## src/design/swr_pkg.sv

```systemverilog
// Package for the sleep, wake and reset-cause block
package swr_pkg;
  // Wake pin count and positions within the port
  localparam int unsigned WAKE_PINS = 4;
  localparam int unsigned PORT_W = 6;
  localparam logic [PORT_W-1:0] WAKE_MASK = 6'h1b; // Pins 0, 1, 3, 4
  // Status bit positions of the flags
  localparam int unsigned TIMEOUT_BIT = 4;
  localparam int unsigned POWERDOWN_BIT = 3;
  localparam int unsigned PWF_BIT = 7;
  localparam logic [7:0] STATUS_RST = 8'h18;
  // Watchdog width and default period in its own ticks
  localparam int unsigned WATCHDOG_W = 8;
  localparam logic [WATCHDOG_W-1:0] WATCHDOG_LAST = 8'hff;
  // Wake-reset counter start; the pulse lasts one cycle longer, 4 cycles
  localparam logic [1:0] RST_LEN = 2'h3;
  localparam logic [1:0] CNT_ZERO = 2'h0;

  typedef enum logic [1:0] {SWR_RUN, SWR_SLEEP, SWR_WRESET} swr_state_type;

  // Reset-cause flags as one carrier
  typedef struct packed {
    logic pin_wake_flag;
    logic timeout_flag_n;
    logic powerdown_flag_n;
  } swr_flags_type;

  localparam swr_flags_type FLAGS_PWRUP = '{pin_wake_flag: 1'b0, timeout_flag_n: 1'b1, powerdown_flag_n: 1'b1};
endpackage : swr_pkg

```

## src/design/swr_core.sv

```systemverilog
// Sleep entry, wake-up and reset-cause status flags
`timescale 1ns/100ps
`default_nettype none
// What this block does
// - Flags hold until a listed event
// - Clear pin pulse clears pin flag, leaves timeout and power-down flags unchanged
// - Only five events modify flags
// - Watchdog times out regardless of timeout flag
// - Sleep executes regardless of power-down flag
// - Power-down entered only by sleep instruction
// - Sleep clears watchdog, sets timeout, clears power-down
// - Pins hold their state during sleep
// - Watchdog reset never drives clear pin
// - Wake on clear, watchdog, or pin change
// - Every wake produces full device reset
// - Watchdog time-out clears timeout flag
// - Power-down flag set at power-up, cleared by sleep
// - Pin-wake flag records change versus latch
// - Any wake clears the watchdog counter
// - Awake watchdog reset gives 0,0,1
// - Awake clear reset: pin flag 0
// - Pin wake gives 1,1,0
module swr_core (
  input wire logic sys_clk, // System clock, 100 MHz
  input wire logic rst, // Power-up reset, synchronous, active high
  input wire logic sleep_instr, // Core executes sleep, one-cycle pulse
  input wire logic watchdog_clear_instr, // Core executes watchdog clear, pulse
  input wire logic watchdog_enable, // Watchdog enabled by configuration
  input wire logic watchdog_tick, // Pulse from watchdog oscillator divider
  input wire logic clear_pin_enable, // Clear pin configured as clear
  input wire logic master_clear_pin_n, // Clear pin level, low asserts
  input wire logic wake_enable, // Wake-on-change enabled
  input wire logic [swr_pkg::PORT_W-1:0] port_in, // Port input levels
  input wire logic port_access, // File or bit operation on the port
  input wire logic [swr_pkg::PORT_W-1:0] port_out_run, // Port drive value from core
  input wire logic [swr_pkg::PORT_W-1:0] port_oe_run, // Port drive enables from core
  output logic [swr_pkg::PORT_W-1:0] port_out, // Pin output values
  output logic [swr_pkg::PORT_W-1:0] port_oe, // Pin output enables
  output logic device_reset, // Full device reset request, level
  output logic osc_driver_on, // Oscillator driver enable
  output logic sleeping, // Device in power-down
  output logic master_clear_out, // Clear pin output, never driven
  output logic master_clear_oe, // Clear pin output enable, always low
  output swr_pkg::swr_flags_type flags // Reset-cause flags
);
  import swr_pkg::*;

  swr_state_type state_q;
  swr_state_type state_d;
  swr_flags_type flags_q;
  swr_flags_type flags_d;
  logic [PORT_W-1:0] latch_q;
  logic [PORT_W-1:0] latch_d;
  logic [PORT_W-1:0] hold_out_q;
  logic [PORT_W-1:0] hold_out_d;
  logic [PORT_W-1:0] hold_oe_q;
  logic [PORT_W-1:0] hold_oe_d;
  logic [1:0] rcnt_q;
  logic [1:0] rcnt_d;
  logic clear_seen_q;
  logic clear_seen_d;
  logic watchdog_clear;
  logic watchdog_timeout;
  logic pin_change;
  logic clear_wake;
  logic clear_run;

  // Change detector shared by sleep wake test and its assertion
  function automatic logic changed(input logic [PORT_W-1:0] now, input logic [PORT_W-1:0] ref_v);
    changed = |((now ^ ref_v) & WAKE_MASK);
  endfunction : changed

  swr_watchdog u_watchdog (
    .sys_clk(sys_clk),
    .rst(rst),
    .enable(watchdog_enable),
    .tick(watchdog_tick),
    .clear(watchdog_clear),
    .timeout(watchdog_timeout)
  );

  // Wake sources; the clear pin counts only when configured for clear
  always_comb begin
    pin_change = wake_enable && changed(port_in, latch_q);
    clear_wake = clear_pin_enable && !master_clear_pin_n && (state_q == SWR_SLEEP);
    clear_run = clear_pin_enable && !master_clear_pin_n && (state_q == SWR_RUN) && !clear_seen_q;
    // Watchdog cleared by the clear instruction, on sleep entry and on every wake
    watchdog_clear = watchdog_clear_instr || (state_q == SWR_RUN && sleep_instr) || (state_q == SWR_WRESET);
  end

  // Sleep state machine and flag updates
  always_comb begin
    state_d = state_q;
    flags_d = flags_q; // Flags hold by default; only the events below change them
    latch_d = latch_q;
    hold_out_d = hold_out_q;
    hold_oe_d = hold_oe_q;
    rcnt_d = rcnt_q;
    clear_seen_d = clear_pin_enable && !master_clear_pin_n;
    case (state_q)
      SWR_RUN: begin
        if (port_access) begin
          latch_d = port_in; // Reference for change detection
        end
        if (watchdog_timeout) begin
          // Awake time-out: timeout flag cleared, power-down flag reads 1, pin flag 0
          flags_d.timeout_flag_n = 1'b0;
          flags_d.powerdown_flag_n = 1'b1;
          flags_d.pin_wake_flag = 1'b0;
          state_d = SWR_WRESET;
          rcnt_d = RST_LEN;
        end else if (clear_run) begin
          // Awake clear pin: only the pin flag changes, to 0
          flags_d.pin_wake_flag = 1'b0;
          state_d = SWR_WRESET;
          rcnt_d = RST_LEN;
        end else if (sleep_instr) begin
          // Sleep runs whatever the power-down flag holds; sole way into power-down
          flags_d.timeout_flag_n = 1'b1;
          flags_d.powerdown_flag_n = 1'b0;
          hold_out_d = port_out_run; // Freeze pin state
          hold_oe_d = port_oe_run;
          state_d = SWR_SLEEP;
        end else if (watchdog_clear_instr) begin
          flags_d.timeout_flag_n = 1'b1;
          flags_d.powerdown_flag_n = 1'b1;
        end
      end
      SWR_SLEEP: begin
        // Watchdog wake has priority as it also clears the timeout flag
        if (watchdog_timeout) begin
          flags_d.timeout_flag_n = 1'b0;
          flags_d.pin_wake_flag = 1'b0;
          state_d = SWR_WRESET;
          rcnt_d = RST_LEN;
        end else if (clear_wake) begin
          flags_d.pin_wake_flag = 1'b0; // Clear wake leaves timeout and power-down flags
          state_d = SWR_WRESET;
          rcnt_d = RST_LEN;
        end else if (pin_change) begin
          flags_d.pin_wake_flag = 1'b1;
          flags_d.timeout_flag_n = 1'b1;
          flags_d.powerdown_flag_n = 1'b0;
          state_d = SWR_WRESET;
          rcnt_d = RST_LEN;
        end
      end
      SWR_WRESET: begin
        // Hold full reset a few cycles, then run again
        if (rcnt_q == CNT_ZERO) begin
          state_d = SWR_RUN;
        end else begin
          rcnt_d = rcnt_q - 2'h1;
        end
      end
      default: begin
        state_d = SWR_RUN;
      end
    endcase
  end

  // Registers; power-up values of the flags
  always_ff @(posedge sys_clk) begin
    if (rst) begin
      state_q <= SWR_RUN;
      flags_q <= FLAGS_PWRUP;
      latch_q <= '0;
      hold_out_q <= '0;
      hold_oe_q <= '0;
      rcnt_q <= CNT_ZERO;
      clear_seen_q <= 1'b0;
    end else begin
      state_q <= state_d;
      flags_q <= flags_d;
      latch_q <= latch_d;
      hold_out_q <= hold_out_d;
      hold_oe_q <= hold_oe_d;
      rcnt_q <= rcnt_d;
      clear_seen_q <= clear_seen_d;
    end
  end

  // Pins follow the core when awake and the frozen copy while asleep
  assign port_out = (state_q == SWR_SLEEP) ? hold_out_q : port_out_run;
  assign port_oe = (state_q == SWR_SLEEP) ? hold_oe_q : port_oe_run;
  assign sleeping = (state_q == SWR_SLEEP);
  assign osc_driver_on = (state_q != SWR_SLEEP);
  assign device_reset = (state_q == SWR_WRESET);
  // The clear pin is input only; a watchdog reset stays internal
  assign master_clear_out = 1'b0;
  assign master_clear_oe = 1'b0;
  assign flags = flags_q;
endmodule : swr_core
`default_nettype wire

```

## src/design/swr_watchdog.sv

```systemverilog
// Watchdog counter clocked by enable ticks from its own oscillator
`timescale 1ns/100ps
`default_nettype none
module swr_watchdog (
  input wire logic sys_clk, // System clock
  input wire logic rst, // Power-up reset, synchronous, active high
  input wire logic enable, // Watchdog enabled by configuration
  input wire logic tick, // One-cycle pulse from watchdog oscillator
  input wire logic clear, // Clear the count
  output logic timeout // One-cycle pulse at wrap
);
  import swr_pkg::*;

  logic [WATCHDOG_W-1:0] count_q;
  logic [WATCHDOG_W-1:0] count_d;
  logic timeout_q;
  logic timeout_d;

  // Count ticks; no status flag gates the count
  always_comb begin
    count_d = count_q;
    timeout_d = 1'b0;
    if (clear || !enable) begin
      count_d = '0;
    end else if (tick) begin
      count_d = count_q + 8'h01;
      timeout_d = (count_q == WATCHDOG_LAST);
    end
  end

  // Register stage
  always_ff @(posedge sys_clk) begin
    if (rst) begin
      count_q <= '0;
      timeout_q <= 1'b0;
    end else begin
      count_q <= count_d;
      timeout_q <= timeout_d;
    end
  end

  assign timeout = timeout_q;
endmodule : swr_watchdog
`default_nettype wire

```

## config.mk

```make
export PLATFORM = sky130hd
export DESIGN_NAME = swr_core
export DESIGN_NICKNAME = d
export VERILOG_FILES = /design/src/design/swr_pkg.sv /design/src/design/swr_core.sv /design/src/design/swr_watchdog.sv
export SDC_FILE = /design/constraint.sdc
export NUM_CORES = 1
export LEC_CHECK = 0
export BUFFER_PORTS_ARGS = -buffer_cell sky130_fd_sc_hd__buf_2
export CELL_PAD_IN_SITES_DETAIL_PLACEMENT = 1
export CELL_PAD_IN_SITES_GLOBAL_PLACEMENT = 2
export CORE_ASPECT_RATIO = 1.2
export CORE_MARGIN = 2
export CORE_UTILIZATION = 29
export DETAILED_ROUTE_END_ITERATION = 7
export GPL_ROUTABILITY_DRIVEN = 1
export GPL_TIMING_DRIVEN = 0
export PLACE_DENSITY = 0.8
export REMOVE_ABC_BUFFERS = 1
export SYNTH_ARGS = -nofsm -noshare
export SYNTH_HDL_FRONTEND = slang
export SYNTH_SLANG_ARGS = --single-unit
export TNS_END_PERCENT = 5
```

## constraint.sdc

```tcl
create_clock -name sys_clk -period 1.9 [get_ports sys_clk]
set_input_delay 0.57 -clock sys_clk [delete_from_list [all_inputs] [get_ports sys_clk]]
set_output_delay 0.57 -clock sys_clk [all_outputs]
set_load 0.03 [all_outputs]
```

==> impl_metrics.py <==
metrics = {
    "synth": {
        "synth-compound-area-share_pct": 9.04,
        "synthesis.area_sq_um": 1620,
        "synthFlopType": "dfxtp_1",
        "yosys-top-cells-count": "39 x nand2_1, 33 x dfxtp_1, 29 x nor2_1, 17 x mux2i_1, 10 x xor2_1",
        "synth_simple_gate_area_share_pct": 26.6,
        "synthCells": 190,
        "synth.area.top_cells": "dfxtp_1 41%, mux2i_1 11%, nand2_1 9.0%",
        "synth-xor-area-share_pct": 5.95,
        "ys_warn_count": 0,
        "yosysMostFrequentCell": "nand2_1",
        "synth_edf_count": 0,
        "synth_area_per_cell_sq_um": 8.52,
        "synth-adder-area-share_pct": 1.55,
        "synth_top_family_by_area": "simple AND/OR/NAND/NOR gates",
        "synth-async-reset-ratio_pct": 0,
        "synthMuxAreaShare_pct": 10.5,
        "synth_seq_area_share_pct": 40.8,
        "synth-seq-cells": 33,
        "synth_cell_types": 39,
        "synth_top_area_share_pct": 40.8,
        "synth_area_leader_cell": "dfxtp_1",
    },
    "worst_setup_path": {
        "critPathMaxFanout": 8,
        "endpoint_kind": "primary output",
        "path_class": "flip-flop to primary output",
        "crit_chain": "nand2b_4 -> clkinvlp_4 -> buf_6 -> nand2_1 -> nand2_2 -> buf_6",
        "startpoint_type": "flip-flop",
        "arrival_ns": 1.28,
        "slowest_delay_ns": 0.35,
        "crit_family": "buffers and inverters",
        "crit_buf_inv": 3,
        "cp.required_ns": 1.33,
        "cpMaxStageDelayCell": "dfxtp_4",
        "crit_path_frequent_cell": "buf_6",
    },
    "clock_network": {
        "path_clk_slew_ns": 0.07,
        "clk_latency_ns": 0.28,
        "tritoncts": "done",
        "htreeDepth": 2,
        "cts_buffer_depth": 2,
        "cts-root-buf": "clkbuf_8",
        "clock-sinks": 33,
        "cts_buffers": 5,
    },
    "sta": {
        "finalCriticalPeriod_ns": 1.85,
        "relSlewSlack_pct": 53.8,
        "fin_skew_ns": 0.00333,
        "setup_ws_ns": 0.0472,
        "setup_viol": 0,
        "maxSlewViolCount": 0,
        "post-route-period-util_pct": 97.5,
        "finalSetupTns_ns": 0,
        "fmax_ghz": 0.540,
        "worst_slew_pin_slew_ns": 0.689,
        "timing.final.hold_violations": 0,
        "rsz0062_at_grt": "yes",
    },
    "finish": {
        "antenna_cells": 0,
        "area_delta_synth_final_pct": 29.1,
        "stdcell_count": 298,
        "final_layout_size_suffix_gt1_share_pct": 32.2,
        "multi_input_area_sq_um": 903,
        "register_area_sq_um": 668,
        "fill_cells": 638,
        "fin_nets": 265,
    },
    "global_route": {
        "antenna_found_initial": 0,
        "grt_pass1_vias": 1481,
        "grt_pass1_wl_microns": 6420,
        "grt_max_degree": 27,
        "track_usage_pct": 13.3,
        "grt_overflow": 0,
    },
    "placement": {
        "place_inst": 284,
        "place.gp.congestion": 0.719,
        "pre_cts_ws_ns": -0.613,
        "io_buffer_count": 43,
        "hpwl_microns": 2630,
    },
    "die": {
        "fp-row-count": 29,
        "die_h_microns": 85.9,
        "io_pins": 48,
        "die_w_microns": 72.2,
        "core_sq_um": 5330,
        "initial_core_util_pct": 30.4,
        "die-area_sq_um": 6200,
    },
    "status": {
        "outcome": "finished clean",
    },
    "power": {
        "powerDensity_nw_per_um2": 842,
        "power.leakage_nw": 0.984,
        "irDropWorstVdd_mv": 0.353,
    },
    "route": {
        "vias_per_cell": 4.75,
        "drt_iter0_drc": 36,
        "detail_route.wl_per_cell_microns": 12.8,
        "postRouteAntennaNets": 0,
        "finalWirelength_microns": 3810,
        "drc": 0,
        "drt_pre_antenna_iters": 2,
        "vias": 1416,
    },
    "run": {
        "drv_cap": 0,
    },
    "min_path": {
        "hold_path_class": "flip-flop to flip-flop",
    },
}
-- state kept, by name (all words and copies together), names as in the netlist --
register and cells:
clear_seen_q 1, flags 3, hold_oe_q 6, hold_out_q 6, latch_q 4, rcnt_q 2, state_q 2, u_watchdog.count_q 8
u_watchdog.timeout 1
-- layout make-up --
class                      count  area share [%]
tap                           62            3.71
clock inverter                 2           0.479
clock buffer                   6            3.47
inverter                       4           0.898
multi-input combinational    142            43.2
timing repair buffer          49            16.3
sequential                    33            32.0
-- what timing repair did --
action,4_1_cts,5_1_grt
setup buffers,5,1
setup endpoints to repair,17,12
hold endpoints to repair,0,0
pin swaps,0,2
hold buffers,0,0
resized for setup,9,40
-- metal layers --
layer / track usage (%) / up-vias / wire length [microns]
met5: 0 / - / 0
met4: 6.17 / 0 / 71
met3: 4.11 / 5 / 165
met2: 23.7 / 25 / 2060
met1: 14.1 / 673 / 1510
li1: - / 713 / -
-- path summary, 6_finish.rpt --
kind / from / end / slack [ns] / cells after the start
worst max-delay path: state_q[1]$_SDFFE_PP0P_ / port_out[4] / 0.05 / 6
worst min-delay path: flags[2]$_SDFFE_PP0P_ / flags[2]$_SDFFE_PP0P_ / 0.46 / 1
worst min register to register: flags[2]$_SDFFE_PP0P_ / flags[2]$_SDFFE_PP0P_ / 0.46 / 1
worst max register to register: state_q[1]$_SDFFE_PP0P_ / hold_out_q[4]$_SDFFE_PP0P_ / 0.25 / 5
-- per-stage QoR --
stage                     util (%)  hold WS (ns)  area (sq um)  power [mW]
final                         39.2         0.461          2090        1.76
after global routing          39.2         0.492          2090        1.87
after CTS                     37.3         0.471          1990        1.76
after detailed placement      34.6         0.456          1840        1.21
after global placement        34.6         0.443          1840        1.20
after floorplan                  -         0.433          1550        1.08
-- power breakdown --
group | total [mW] | switching [mW] | internal (mW)
combinational | 0.484 | 0.276 | 0.208
clock | 0.500 | 0.247 | 0.253
sequential | 0.775 | 0.0327 | 0.742
total | 1.76 | 0.556 | 1.20
-- cells in the final DEF, fill, tap and decap left out, types with 3 or more instances in the layout --
| cell type | n |
|---|---|
| buf_4 | 3 |
| clkbuf_8 | 5 |
| nor2_1 | 29 |
| mux2i_1 | 17 |
| nand2_1 | 31 |
| xor2_1 | 10 |
| nand3_1 | 3 |
| a21oi_1 | 6 |
| buf_2 | 32 |
| nor2b_1 | 3 |
| buf_6 | 14 |
| nand2_2 | 8 |
| inv_1 | 3 |
| dfxtp_1 | 31 |
-- kinds of logic (layout without fill, tap and decap cells) --
logic type,after synthesis,in the layout
AO/OA/AOI/OAI,17,17
XOR/XNOR,11,11
adder cells (fa/ha/maj),2,2
buffers and inverters,16,61
flip-flops,33,33
multiplexers,17,17
other,1,2
AND/OR/NAND/NOR,93,93
(Power assumes the default switching activity.)
